$ cat src/verilog/efc_pkg.sv
package efc_pkg;
   ////////////////////////////////////////////////////////////////////////////////
   // Register map
   localparam logic [7:0] EFC_ENH_CFG_OFFSET = 8'h45;
   localparam logic [7:0] EFC_ENH_CFG_RESET  = 8'h00;
   localparam int         EFC_BIT_FILT       = 6;
   localparam int         EFC_BIT_TABLE_RES  = 5;
   localparam int         EFC_BIT_HRES       = 4;
   localparam int         EFC_BIT_UNSIGNED   = 3;
   localparam int         EFC_BIT_RATE_HI    = 2;
   localparam int         EFC_BIT_RATE_LO    = 1;
   localparam int         EFC_BIT_SMOOTH     = 0;
   localparam int         EFC_LSB_FRAC_HI    = 4;
   localparam int         EFC_LSB_FRAC_LO    = 3;
   localparam logic [7:0] EFC_READ_NONE      = 8'h00;
   localparam logic [7:0] EFC_LSB_RESET      = 8'h00;
   localparam logic [7:0] EFC_DUTY_RESET     = 8'h00;

   ////////////////////////////////////////////////////////////////////////////////
   // Duty steps in 1/256 units: 0.39% and 6.25%
   localparam logic [8:0] EFC_STEP_FINE      = 9'h001;
   localparam logic [8:0] EFC_STEP_COARSE    = 9'h010;
   localparam logic [7:0] EFC_COARSE_MASK    = 8'hF0;

   ////////////////////////////////////////////////////////////////////////////////
   // Ramp intervals per step, in ns as printed, and cycles at 4 ns
   localparam longint EFC_CLK_PERIOD_NS = 4;
   localparam longint EFC_RAMP0_NS      = 64'd23_000_000;
   localparam longint EFC_RAMP1_NS      = 64'd46_000_000;
   localparam longint EFC_RAMP2_NS      = 64'd910_000_000;
   localparam longint EFC_RAMP3_NS      = 64'd182_000_000;
   localparam int     EFC_RAMP0_CYC     = int'(EFC_RAMP0_NS / EFC_CLK_PERIOD_NS);
   localparam int     EFC_RAMP1_CYC     = int'(EFC_RAMP1_NS / EFC_CLK_PERIOD_NS);
   localparam int     EFC_RAMP2_CYC     = int'(EFC_RAMP2_NS / EFC_CLK_PERIOD_NS);
   localparam int     EFC_RAMP3_CYC     = int'(EFC_RAMP3_NS / EFC_CLK_PERIOD_NS);
   localparam int     EFC_CNT_W         = 28;

   ////////////////////////////////////////////////////////////////////////////////
   // Enhanced configuration fields
   typedef struct packed {
      logic       filter_fraction_bits_enable;
      logic       table_temp_resolution_ext;
      logic       duty_high_resolution;
      logic       setpoint_unsigned_format;
      logic [1:0] smoothing_ramp_rate;
      logic       smoothing_enable;
   } efc_cfg_t;

   localparam efc_cfg_t EFC_CFG_RESET = efc_cfg_t'(EFC_ENH_CFG_RESET[6:0]);

   // Duty source seen by the fan path
   typedef struct packed {
      logic       forced;
      logic [7:0] forced_duty;
      logic [7:0] table_duty;
   } efc_duty_req_t;
endpackage : efc_pkg

$ cat src/verilog/efc_ramp_timer.sv
module efc_ramp_timer
   import efc_pkg::*;
#(
   parameter int unsigned P_CYC0 = EFC_RAMP0_CYC,
   parameter int unsigned P_CYC1 = EFC_RAMP1_CYC,
   parameter int unsigned P_CYC2 = EFC_RAMP2_CYC,
   parameter int unsigned P_CYC3 = EFC_RAMP3_CYC
) (
   input  wire logic       clk,
   input  wire logic       rst,
   input  wire logic       run,
   input  wire logic [1:0] rate,
   output logic            tick
);
   logic [EFC_CNT_W-1:0] cnt_r;
   logic [EFC_CNT_W-1:0] limit;

   function automatic logic [EFC_CNT_W-1:0] ramp_limit(input logic [1:0] sel);
      case (sel)
         2'h0:    ramp_limit = EFC_CNT_W'(P_CYC0 - 1);
         2'h1:    ramp_limit = EFC_CNT_W'(P_CYC1 - 1);
         2'h2:    ramp_limit = EFC_CNT_W'(P_CYC2 - 1);
         default: ramp_limit = EFC_CNT_W'(P_CYC3 - 1);
      endcase
   endfunction

   assign limit = ramp_limit(rate);
   assign tick  = run && (cnt_r >= limit);

   // Interval restarts whenever smoothing is not running
   always_ff @(posedge clk) begin
      if (rst || !run || tick) begin
         cnt_r <= '0;
      end else begin
         cnt_r <= cnt_r + EFC_CNT_W'(1);
      end
   end
endmodule // efc_ramp_timer

$ cat src/verilog/efc_top.sv
module efc_top
   import efc_pkg::*;
#(
   parameter int unsigned P_RAMP0_CYC = EFC_RAMP0_CYC,
   parameter int unsigned P_RAMP1_CYC = EFC_RAMP1_CYC,
   parameter int unsigned P_RAMP2_CYC = EFC_RAMP2_CYC,
   parameter int unsigned P_RAMP3_CYC = EFC_RAMP3_CYC
) (
   input  wire logic          clk,
   input  wire logic          rst,
   input  wire logic [7:0]    reg_addr,
   input  wire logic          reg_wr,
   input  wire logic [7:0]    reg_wdata,
   input  wire logic          reg_rd,
   output logic [7:0]         reg_rdata,
   input  wire logic          pwm_programming_enable,
   input  wire logic          pwm_freq_22k5,
   input  wire logic          remote_filter_active,
   input  wire logic [7:0]    remote_lsb_raw,
   output logic [7:0]         remote_lsb,
   input  wire logic          spinup_active,
   input  wire efc_duty_req_t duty_req,
   output logic [7:0]         duty,
   output logic               table_temp_resolution_ext,
   output logic               duty_fine_steps,
   output logic               setpoint_unsigned_format
);
   ////////////////////////////////////////////////////////////////////////////////
   // Register
   efc_cfg_t   cfg_r;
   logic [7:0] rdata_r;
   logic [7:0] lsb_r;
   logic [7:0] duty_r;
   logic       hit_wr;
   logic       fine;
   logic       smooth_on;
   logic       tick;
   logic [7:0] target;
   logic [8:0] step;
   logic [7:0] duty_nxt;

   assign hit_wr = reg_wr && (reg_addr == EFC_ENH_CFG_OFFSET);

   always_ff @(posedge clk) begin
      if (rst) begin
         cfg_r <= EFC_CFG_RESET;
      end else if (hit_wr) begin
         cfg_r.filter_fraction_bits_enable <= reg_wdata[EFC_BIT_FILT];
         cfg_r.table_temp_resolution_ext   <= reg_wdata[EFC_BIT_TABLE_RES];
         cfg_r.duty_high_resolution        <= reg_wdata[EFC_BIT_HRES];
         cfg_r.setpoint_unsigned_format    <= reg_wdata[EFC_BIT_UNSIGNED];
         if (pwm_programming_enable) begin
            cfg_r.smoothing_ramp_rate <= reg_wdata[EFC_BIT_RATE_HI:EFC_BIT_RATE_LO];
            cfg_r.smoothing_enable    <= reg_wdata[EFC_BIT_SMOOTH];
         end
      end
   end

   always_ff @(posedge clk) begin
      if (rst) begin
         rdata_r <= EFC_READ_NONE;
      end else if (reg_rd) begin
         rdata_r <= (reg_addr == EFC_ENH_CFG_OFFSET) ? {1'b0, cfg_r} : EFC_READ_NONE;
      end
   end

   assign reg_rdata = rdata_r;

   ////////////////////////////////////////////////////////////////////////////////
   // Remote temperature low byte
   // fraction bit masking
   always_ff @(posedge clk) begin
      if (rst) begin
         lsb_r <= EFC_LSB_RESET;
      end else begin
         lsb_r <= remote_lsb_raw;
         if (!(cfg_r.filter_fraction_bits_enable && remote_filter_active)) begin
            lsb_r[EFC_LSB_FRAC_HI:EFC_LSB_FRAC_LO] <= 2'h0;
         end
      end
   end

   assign remote_lsb = lsb_r;

   ////////////////////////////////////////////////////////////////////////////////
   // Mode outputs
   // table and setpoint modes
   assign table_temp_resolution_ext = cfg_r.table_temp_resolution_ext;
   assign setpoint_unsigned_format  = cfg_r.setpoint_unsigned_format;
   assign fine            = cfg_r.duty_high_resolution && pwm_freq_22k5;
   assign duty_fine_steps = fine;

   ////////////////////////////////////////////////////////////////////////////////
   // Duty smoothing
   // smoothing qualifiers
   assign smooth_on = cfg_r.smoothing_enable && pwm_freq_22k5 && !spinup_active
                      && !duty_req.forced;
   assign target    = fine ? duty_req.table_duty : (duty_req.table_duty & EFC_COARSE_MASK);
   assign step      = fine ? EFC_STEP_FINE : EFC_STEP_COARSE;

   efc_ramp_timer #(
      .P_CYC0 (P_RAMP0_CYC),
      .P_CYC1 (P_RAMP1_CYC),
      .P_CYC2 (P_RAMP2_CYC),
      .P_CYC3 (P_RAMP3_CYC)
   ) efc_ramp_timer_inst (
      .clk  (clk),
      .rst  (rst),
      .run  (smooth_on && (duty_r != target)),
      .rate (cfg_r.smoothing_ramp_rate),
      .tick (tick)
   );

   always_comb begin
      duty_nxt = duty_r;
      if (duty_r < target) begin
         duty_nxt = ({1'b0, duty_r} + step > {1'b0, target}) ? target
                    : 8'({1'b0, duty_r} + step);
      end else if (duty_r > target) begin
         duty_nxt = ({1'b0, target} + step > {1'b0, duty_r}) ? target
                    : 8'({1'b0, duty_r} - step);
      end
   end

   always_ff @(posedge clk) begin
      if (rst) begin
         duty_r <= EFC_DUTY_RESET;
      end else if (duty_req.forced) begin
         duty_r <= duty_req.forced_duty;
      end else if (!smooth_on) begin
         duty_r <= target;
      end else if (tick) begin
         duty_r <= duty_nxt;
      end
   end

   assign duty = duty_r;
endmodule // efc_top

$ cat config.mk
export PLATFORM = sky130hd
export DESIGN_NAME = efc_top
export DESIGN_NICKNAME = d
export VERILOG_FILES = /design/src/verilog/efc_pkg.sv /design/src/verilog/efc_ramp_timer.sv /design/src/verilog/efc_top.sv
export SDC_FILE = /design/constraint.sdc
export NUM_CORES = 1
export LEC_CHECK = 0
export ABC_AREA = 1
export BUFFER_PORTS_ARGS = -buffer_cell sky130_fd_sc_hd__buf_2
export CAP_MARGIN = 10
export CORE_MARGIN = 2
export CORE_UTILIZATION = 30
export CTS_CLUSTER_DIAMETER = 200
export DETAILED_ROUTE_END_ITERATION = 12
export GPL_TIMING_DRIVEN = 0
export HOLD_SLACK_MARGIN = 0.1
export REMOVE_ABC_BUFFERS = 1
export SLEW_MARGIN = 5
export SYNTH_ARGS = -nofsm -noshare
export SYNTH_HDL_FRONTEND = slang
export SYNTH_SLANG_ARGS = --single-unit
export TNS_END_PERCENT = 50
$ cat constraint.sdc
create_clock -name clk -period 5.1 [get_ports clk]
set_input_delay 0 -clock clk [delete_from_list [all_inputs] [get_ports clk]]
set_output_delay 0 -clock clk [all_outputs]
set_load 0.03 [all_outputs]
==> results.py, run 1 <==
metrics = {
    "status": {
        "status": "complete, no violations",
    },
    "grt": {
        "grtUsageTotal_pct": 15.9,
        "overflow": 0,
        "grt_pass1_vias": 4430,
        "grt_pass1_wl_um": 21000,
        "grt_max_degree": 29,
        "antenna_found_initial": 0,
    },
    "sta": {
        "fmax_mhz": 266,
        "relSlewSlack_pct": 28.1,
        "period_minus_slack_ns": 3.76,
        "min_period_over_period_pct": 73.7,
        "final-hold-violation-count": 0,
        "setup_viol": 0,
        "skew_ns": 0.00815,
        "slew_violations": 0,
        "rsz0062_at_grt": "no",
        "layout_setup_ws_ns": 1.34,
        "setup_tns_ns": 0,
        "worst_pin_slew_ns": 1.08,
    },
    "drt": {
        "met3_wirelength_um": 555,
        "highest_layer": "met4",
        "avgRoutedWirePerCell_um": 12.6,
        "drt_iter0_drc": 322,
        "wl_um": 12600,
        "wl_met1_um": 5790,
        "drc": 0,
        "routed-wl-met2_um": 6030,
        "vias": 4708,
        "vias_per_cell": 4.70,
        "firstDrtPassIters": 7,
        "ant_nets": 0,
    },
    "logic_synthesis": {
        "yosys.area.top_type": "dfxtp_1",
        "syn_avg_cell_area_um2": 6.60,
        "syn_inst": 698,
        "synth_top_area_share_pct": 25.2,
        "synthDistinctLibCells": 35,
        "ys_seq_elements": 58,
        "synth_area_um2": 4610,
        "synth.area.top_cells": "dfxtp_1 (25%), ha_1 (15%), nand2_1 (12%)",
        "ys_seq_area_share_pct": 25.2,
        "yosysWarnings": 0,
    },
    "run": {
        "drv_cap": 0,
    },
    "cells_and_area": {
        "area_growth_pct": 26.9,
        "design_area_um2": 5850,
        "layout-drive-gt1-share_pct": 13.7,
        "antenna_cells": 0,
        "nets": 915,
        "final_core_util_pct": 38.7,
    },
    "floorplanning": {
        "num_rows": 45,
        "io_pins": 76,
        "die_h_um": 128,
        "initial_core_util_pct": 30.5,
        "core_um2": 15100,
        "dieArea_um2": 16400,
        "fp.dieW_um": 128,
    },
    "setup_path": {
        "cp.arrival_ns": 3.98,
        "crit_type": "flip-flop to flip-flop",
        "rrSetupSlack_ns": 1.34,
        "cp-start-kind": "flip-flop",
        "crit_fanout": 14,
        "critPathCaptureType": "flip-flop",
        "crit_required_ns": 5.32,
    },
    "power_and_ir_drop": {
        "ir_worst_vdd_v": 0.000161,
        "p_per_area_nw_per_um2": 216,
        "cellLeakagePower_nw": 2.82,
    },
    "cts": {
        "cts_tree": "yes",
        "cts.root.buffer_cell": "clkbuf_16",
        "cts.repair.resized": 0,
        "ctsLongestPathBuffers": 2,
        "clock_latency_ns": 0.32,
        "postCtsHoldBufs": 43,
        "cts.sink_count": 58,
        "post-cts-setup-buffers": 0,
        "cts_buffers": 9,
        "htree_levels": 3,
        "clkTransAtPathRegs_ns": 0.05,
    },
    "placement": {
        "place_hpwl_um": 9600,
        "io_buffers": 73,
        "placed_area_um2": 5140,
        "place_congestion": 0.922,
        "pre_cts_ws_ns": 1.42,
    },
    "min_path": {
        "min_path_type": "input pin to flip-flop",
    },
}
[worst max-delay path, stage by stage, from the launching register on]
cell and delay, ns:
dfxtp_1 0.46, nand2_2 0.23, nor2_1 0.34, ha_1 0.23
inv_1 0.06, nor3_1 0.29, nand3_1 0.11, nand2_1 0.09
xor2_1 0.15, ha_1 0.26, nand2_1 0.09, inv_1 0.04
nand2_1 0.05, nand2_1 0.04, nand2_1 0.05, nand3_1 0.07
nand2_1 0.33, nand2_1 0.17, nor2_1 0.12, nor2_1 0.05
nor2_1 0.08, nand2_1 0.09, nand2_1 0.06, nand3_1 0.06
nand2_1 0.08, inv_1 0.04
[synth_stat cells (all sizes together)]
master / count
a21oi: 45
a31oi: 1
and3: 2
buf: 8
clkbuf: 7
conb: 1
dfxtp: 58
ha: 56
inv: 96
nand2: 154
nand3: 73
nand3b: 2
nand4: 12
nor2: 85
nor3: 14
nor3b: 1
nor4: 3
o21a: 3
o21ai: 41
or2: 7
xnor2: 11
xor2: 18
[cells by family (layout without fill, tap and decap cells)]
logic type               Yosys count  in the layout  synth area share, %
buffers and inverters            111            226                 9.29
other                              1              1               0.0814
AND/OR/NAND/NOR                  353            353                 34.8
adder cells (fa/ha/maj)           56             56                 15.2
AO/OA/AOI/OAI                     90             90                 9.96
flip-flops                        58             58                 25.2
XOR/XNOR                          29             29                 5.51
[layout make-up]
| class | instances | area, um^2 |
|---|---|---|
| flip-flops and latches | 58 | 1160 |
| repair buffers | 116 | 796 |
| multi-input cells | 529 | 3020 |
| inverters | 96 | 360 |
| well taps | 188 | 235 |
| clock buffers | 10 | 229 |
| fillers | 1648 | 9240 |
| clock inverters | 4 | 45.0 |
[final timing paths]
kind | cells past startpoint | start | end
setup / recovery | 25 | cfg_r[4] | duty[7]
setup reg to reg | 25 | cfg_r[4] | duty[7]
hold reg to reg | 1 | efc_ramp_timer_inst.cnt_r[0] | efc_ramp_timer_inst.cnt_r[0]
hold / removal | 5 | duty_req[16] | duty[3]
[cells in the final DEF, fill, tap and decap left out, drive strengths merged, types with 2 or more instances in the layout]
master       netlist  final
clkinv             0      3
nand4             12     12
o21a               3      3
o21ai             41     41
or2                7      7
buf                8     73
xor2              18     18
ha                56     56
nand2            154    154
clkbuf             7     10
and3               2      2
nand3             73     73
nand3b             2      2
xnor2             11     11
inv               96     96
a21oi             45     45
nor4               3      3
dfxtp             58     58
nor2              85     85
dlygate4sd3        0     43
nor3              14     14
[sequential cells by signal, indices dropped and copies added (netlist names)]
name / flops
table_temp_resolution_ext: 1
efc_ramp_timer_inst.cnt_r: 28
cfg_r: 5
remote_lsb: 8
setpoint_unsigned_format: 1
duty: 8
reg_rdata: 7
[metal layers]
layer	track usage [%]	vias up
li1	-	2500
met1	20.2	2082
met2	27.5	111
met3	2.59	15
met4	5.11	0
met5	0	-
[metrics by stage]
stage	power, mW	instances	hold slack (ns)
detailed placement	0.682	944	0.207
CTS	1.27	1001	0.168
finish	1.26	1001	0.178
global route	1.33	1001	0.206
global placement	0.682	944	0.198
floorplan	0.615	683	0.0691
[where the power goes]
| group | switching [mW] | internal [mW] | leakage (nW) |
|---|---|---|---|
| sequential | 0.0116 | 0.463 | 0.472 |
| combinational | 0.132 | 0.0864 | 2.21 |
| clock | 0.199 | 0.369 | 0.138 |
| total | 0.343 | 0.918 | 2.82 |
Power figures use the tool's default switching activity.
==> run 2: changes to the inputs <==
clock period = 3.7 ns   (was 5.1 ns; I/O delays follow)
==> results.py, run 2 (same netlist as run 1, synthesis figures left out) <==
metrics = {
    "grt": {
        "grt_pass1_vias": 4430,
        "overflow": 0,
        "antenna_found_initial": 0,
        "grt_pass1_wl_um": 21000,
        "grtUsageTotal_pct": 15.9,
        "grt_max_degree": 29,
    },
    "sta": {
        "min_period_over_period_pct": 89.6,
        "final-hold-violation-count": 0,
        "rsz0062_at_grt": "no",
        "layout_setup_ws_ns": 0.387,
        "slew_violations": 0,
        "worst_pin_slew_ns": 1.07,
        "fmax_mhz": 302,
        "setup_viol": 0,
        "relSlewSlack_pct": 28.2,
        "skew_ns": 0.00815,
        "period_minus_slack_ns": 3.31,
    },
    "cells_and_area": {
        "top_register": "efc_ramp_timer_inst.cnt_r",
        "layout-drive-gt1-share_pct": 14.5,
        "layout_commonest_cell": "nand2_1",
        "final_core_util_pct": 39.0,
        "finalNonFillerCells": 1003,
        "area_growth_pct": 27.9,
        "nets": 917,
        "largest_reg_flops": 28,
        "fillers": 1646,
        "design_area_um2": 5890,
        "antenna_cells": 0,
        "final_cell_mix": "nand2_1 (146), inv_1 (95), nor2_1 (76)",
    },
    "drt": {
        "avgRoutedWirePerCell_um": 12.6,
        "firstDrtPassIters": 5,
        "drc": 0,
        "drt_iter0_drc": 334,
        "vias_per_cell": 4.71,
        "wl_um": 12700,
        "vias": 4729,
        "ant_nets": 0,
    },
    "power_and_ir_drop": {
        "finalPower_mw": 1.75,
        "p_per_area_nw_per_um2": 296,
        "cellLeakagePower_nw": 2.84,
        "ir_worst_vdd_v": 0.000222,
    },
    "min_path": {
        "worstHoldPathCells": 5,
        "min_path_type": "input pin to flip-flop",
    },
    "setup_path": {
        "cp_cell_sequence": "nand2_4, nor2_2, ha_1, inv_1, nor3_1, nand3_1, nand2_1, xor2_1, ha_1, nand2_1, nor2_1, nand4_1, nand2_4, nand2_1, nor2_1, nor2_1, nor2_1, nand2_1, nand2_1, nand3_1, nand2_1, inv_1",
        "cp.arrival_ns": 3.54,
        "cp-start-kind": "flip-flop",
        "crit_type": "flip-flop to flip-flop",
        "crit_required_ns": 3.92,
        "crit_top_cell": "nand2_1",
        "path_delay_family": "simple AND/OR/NAND/NOR gates",
        "slowest_delay_ns": 0.42,
        "r2r_cells": 22,
        "crit_cells": 22,
        "cp_slowest_cell": "dfxtp_2",
        "worst-path-buf-inv": 2,
        "crit_fanout": 14,
        "critPathCaptureType": "flip-flop",
    },
    "placement": {
        "place_hpwl_um": 9600,
        "io_buffers": 73,
        "placed_area_um2": 5140,
        "dpl.cell_count": 944,
        "pre_cts_ws_ns": 0.0229,
        "place_congestion": 0.922,
    },
    "cts": {
        "cts_buffers": 9,
        "ctsLongestPathBuffers": 2,
        "cts.root.buffer_cell": "clkbuf_16",
        "clock_latency_ns": 0.32,
        "htree_levels": 3,
        "cts_tree": "yes",
        "cts.sink_count": 58,
        "clkTransAtPathRegs_ns": 0.05,
    },
    "floorplanning": {
        "dieArea_um2": 16400,
        "num_rows": 45,
        "initial_core_util_pct": 30.5,
        "die_h_um": 128,
        "core_um2": 15100,
        "fp.dieW_um": 128,
        "io_pins": 76,
    },
    "run": {
        "drv_cap": 0,
    },
    "status": {
        "status": "complete, no violations",
    },
}
[run 2: area by class of cell]
type                    instances  area [um^2]  share of cell area [%]
clock buffers                  10          229                    3.89
clock inverters                 4         45.0                   0.764
inverters                      96          360                    6.12
multi-input cells             529         3050                    51.8
flip-flops and latches         58         1160                    19.7
well taps                     188          235                    3.99
repair buffers                118          811                    13.8
[run 2: report_power, final]
group          internal [mW]  switching (mW)  total [mW]
sequential             0.638          0.0161       0.654
combinational          0.122           0.186       0.308
clock                  0.509           0.275       0.784
[run 2: final timing paths]
kind / start / end / slack (ns)
min: duty_req[16] / duty[3] / 0.18
max: cfg_r[4] / duty[6] / 0.39
min reg2reg: efc_ramp_timer_inst.cnt_r[0] / efc_ramp_timer_inst.cnt_r[0] / 0.44
max reg2reg: cfg_r[4] / duty[6] / 0.39
[run 2: worst reg2reg max path, stage by stage (launching register included)]
cell and delay (ns):
dfxtp_2 0.42, nand2_4 0.14, nor2_2 0.22, ha_1 0.21, inv_1 0.06, nor3_1 0.30, nand3_1 0.11, nand2_1 0.09
xor2_1 0.06, ha_1 0.29, nand2_1 0.07, nor2_1 0.18, nand4_1 0.17, nand2_4 0.19, nand2_1 0.12, nor2_1 0.11
nor2_1 0.05, nor2_1 0.08, nand2_1 0.08, nand2_1 0.07, nand3_1 0.06, nand2_1 0.08, inv_1 0.03
[run 2: through the flow]
step / hold WS (ns) / TNS (ns)
after CTS: 0.168 / 0
final: 0.178 / 0
after detailed placement: 0.207 / 0
after global routing: 0.206 / 0
after floorplan: 0.0691 / 0
after global placement: 0.198 / -0.00261
[run 2: layer usage]
metal | share of wire [%] | vias to the layer above | track usage [%]
met1 | 47 | 2116 | 20.2
met3 | 3.6 | 15 | 2.59
li1 | - | 2502 | -
met2 | 48 | 96 | 27.5
met4 | 1.9 | 0 | 5.11
met5 | 0 | - | 0
[run 2: repair_timing]
item / in CTS / in global routing
hold buffers: 43 / 0
gates resized for setup: 0 / 8
endpoints found under the setup margin: 0 / 8
setup buffers: 0 / 2
hold endpoints to repair: 30 / 0
==> run 3: changes to the inputs <==
CORE_MARGIN = 3   (was 2)
==> results.py, run 3 (same netlist as run 1, synthesis figures left out) <==
metrics = {
    "run": {
        "drv_cap": 0,
    },
    "setup_path": {
        "cp_slowest_cell": "dfxtp_2",
        "worst-path-buf-inv": 2,
        "crit_required_ns": 3.92,
        "crit_type": "flip-flop to flip-flop",
        "slowest_delay_ns": 0.42,
        "cp-start-kind": "flip-flop",
        "critPathCaptureType": "flip-flop",
        "crit_top_cell": "nand2_1",
        "cp.arrival_ns": 3.53,
        "crit_fanout": 10,
        "path_delay_family": "simple AND/OR/NAND/NOR gates",
        "cp_cell_sequence": "nand2_4, nor2_2, ha_1, nand2_1, nor2_1, nand2_1, a21oi_1, xor2_1, inv_1, ha_1, nand2_1, nor3_1, nand4_2, nand2_2, nand2_1, nand3_1, nand2_1, nand2_1, nand3_1, nand2_1, inv_1",
    },
    "power_and_ir_drop": {
        "internal_power_mw": 1.30,
        "p_sw_share_pct": 26.8,
        "clockPowerShare_pct": 45.8,
        "cellLeakagePower_nw": 2.85,
        "ir_worst_vdd_v": 0.000347,
        "switchingPower_mw": 0.476,
        "p_seq_share_pct": 36.8,
        "p_comb_share_pct": 17.4,
        "p_per_area_nw_per_um2": 301,
    },
    "sta": {
        "skew_ns": 0.00907,
        "period_minus_slack_ns": 3.31,
        "setup_viol": 0,
        "fmax_mhz": 302,
        "min_period_over_period_pct": 89.4,
        "slew_violations": 0,
        "worst_pin_slew_ns": 1.12,
        "final-hold-violation-count": 0,
        "relSlewSlack_pct": 25.2,
        "layout_setup_ws_ns": 0.393,
        "hold_slack_ns": 0.195,
        "rsz0062_at_grt": "no",
    },
    "cts": {
        "cts_buffers": 9,
        "ctsLongestPathBuffers": 2,
        "cts.root.buffer_cell": "clkbuf_16",
        "cts.sink_count": 58,
        "htree_levels": 3,
        "clkTransAtPathRegs_ns": 0.05,
        "cts_tree": "yes",
        "clock_latency_ns": 0.33,
    },
    "drt": {
        "firstDrtPassIters": 4,
        "avgRoutedWirePerCell_um": 13.1,
        "drc": 0,
        "drt_iter0_drc": 240,
        "vias_per_cell": 4.74,
        "ant_nets": 0,
        "wl_um": 13100,
        "vias": 4742,
    },
    "grt": {
        "grt_pass1_wl_um": 21900,
        "grt_max_degree": 29,
        "grt_pass1_vias": 4567,
        "grtUsageTotal_pct": 16.0,
        "overflow": 0,
        "antenna_found_initial": 0,
    },
    "cells_and_area": {
        "top_register": "efc_ramp_timer_inst.cnt_r",
        "layout-drive-gt1-share_pct": 14.7,
        "multiInputGateArea_um2": 3040,
        "seqCellArea_um2": 1160,
        "layout_commonest_cell": "nand2_1",
        "finalNonFillerCells": 1001,
        "antenna_cells": 0,
        "nets": 917,
        "final_cell_mix": "nand2_1 (146), inv_1 (95), nor2_1 (76)",
        "fillers": 1542,
        "largest_reg_flops": 28,
        "area_growth_pct": 28.3,
    },
    "floorplanning": {
        "core_um2": 14800,
        "dieArea_um2": 16900,
        "io_pins": 76,
        "fp.dieW_um": 130,
        "die_h_um": 130,
        "initial_core_util_pct": 31.2,
        "num_rows": 44,
    },
    "placement": {
        "place_congestion": 0.895,
        "dpl.cell_count": 940,
        "io_buffers": 73,
        "pre_cts_ws_ns": -0.0162,
        "place_hpwl_um": 9790,
    },
    "min_path": {
        "min_path_type": "input pin to flip-flop",
    },
    "status": {
        "status": "complete, no violations",
    },
}
==> run 3: stage by stage <==
step                      power [mW]  setup TNS [ns]  area (um^2)  utilization [%]
final                           1.78               0         5910             40.1
after global routing            1.87               0         5910             40.1
after CTS                       1.80               0         5870             39.8
after detailed placement       0.944         -0.0387         5140             34.8
after global placement         0.944         -0.0928         5140             34.8
after floorplan                0.848               0         4540                -
==> run 3: path summary, 6_finish.rpt <==
kind / startpoint / cells past startpoint / end / slack (ns)
setup / recovery: cfg_r[4] / 21 / duty[4] / 0.39
hold / removal: duty_req[16] / 5 / duty[4] / 0.19
setup reg to reg: cfg_r[4] / 21 / duty[4] / 0.39
hold reg to reg: efc_ramp_timer_inst.cnt_r[0] / 1 / efc_ramp_timer_inst.cnt_r[0] / 0.45
==> run 3: worst register-to-register path, cell delays in order (launching register included) <==
cell     delay [ns]
dfxtp_2        0.42
nand2_4        0.14
nor2_2         0.15
ha_1           0.19
nand2_1        0.09
nor2_1         0.16
nand2_1        0.10
a21oi_1        0.16
xor2_1         0.27
inv_1          0.07
ha_1           0.30
nand2_1        0.08
nor3_1         0.23
nand4_2        0.18
nand2_2        0.20
nand2_1        0.08
nand3_1        0.07
nand2_1        0.07
nand2_1        0.06
nand3_1        0.06
nand2_1        0.08
inv_1          0.03
==> run 3: repair_timing <==
action | 4_1_cts | 5_1_grt
pin swaps | 0 | 1
resized for setup | 1 | 6
hold endpoints to repair | 30 | 0
setup buffers | 0 | 2
hold buffers | 43 | 0
endpoints found under the setup margin | 3 | 8
==> run 3: layout make-up <==
class                      instances  area share [%]
clock buffer                      15            5.04
timing repair buffer             118            13.7
inverter                          96            6.10
sequential                        58            19.7
clock inverter                     1          0.0847
tap                              184            3.90
multi-input combinational        529            51.5
==> run 3: metal layers <==
metal / track usage [%] / part of all wire [%] / up-vias
met5: 0 / 0 / -
met4: 4.28 / 1.2 / 0
met3: 3.77 / 6.0 / 12
met2: 25.1 / 43 / 121
met1: 22.0 / 49 / 2105
li1: - / - / 2504
==> run 3: power by group through the flow <==
stage | registers (mW) | logic [mW] | clock network, mW
after floorplan | 0.684 | 0.164 | 0
after global placement | 0.666 | 0.278 | 0
after detailed placement | 0.666 | 0.278 | 0
after CTS | 0.654 | 0.303 | 0.841
after global routing | 0.655 | 0.353 | 0.861
final | 0.654 | 0.310 | 0.814
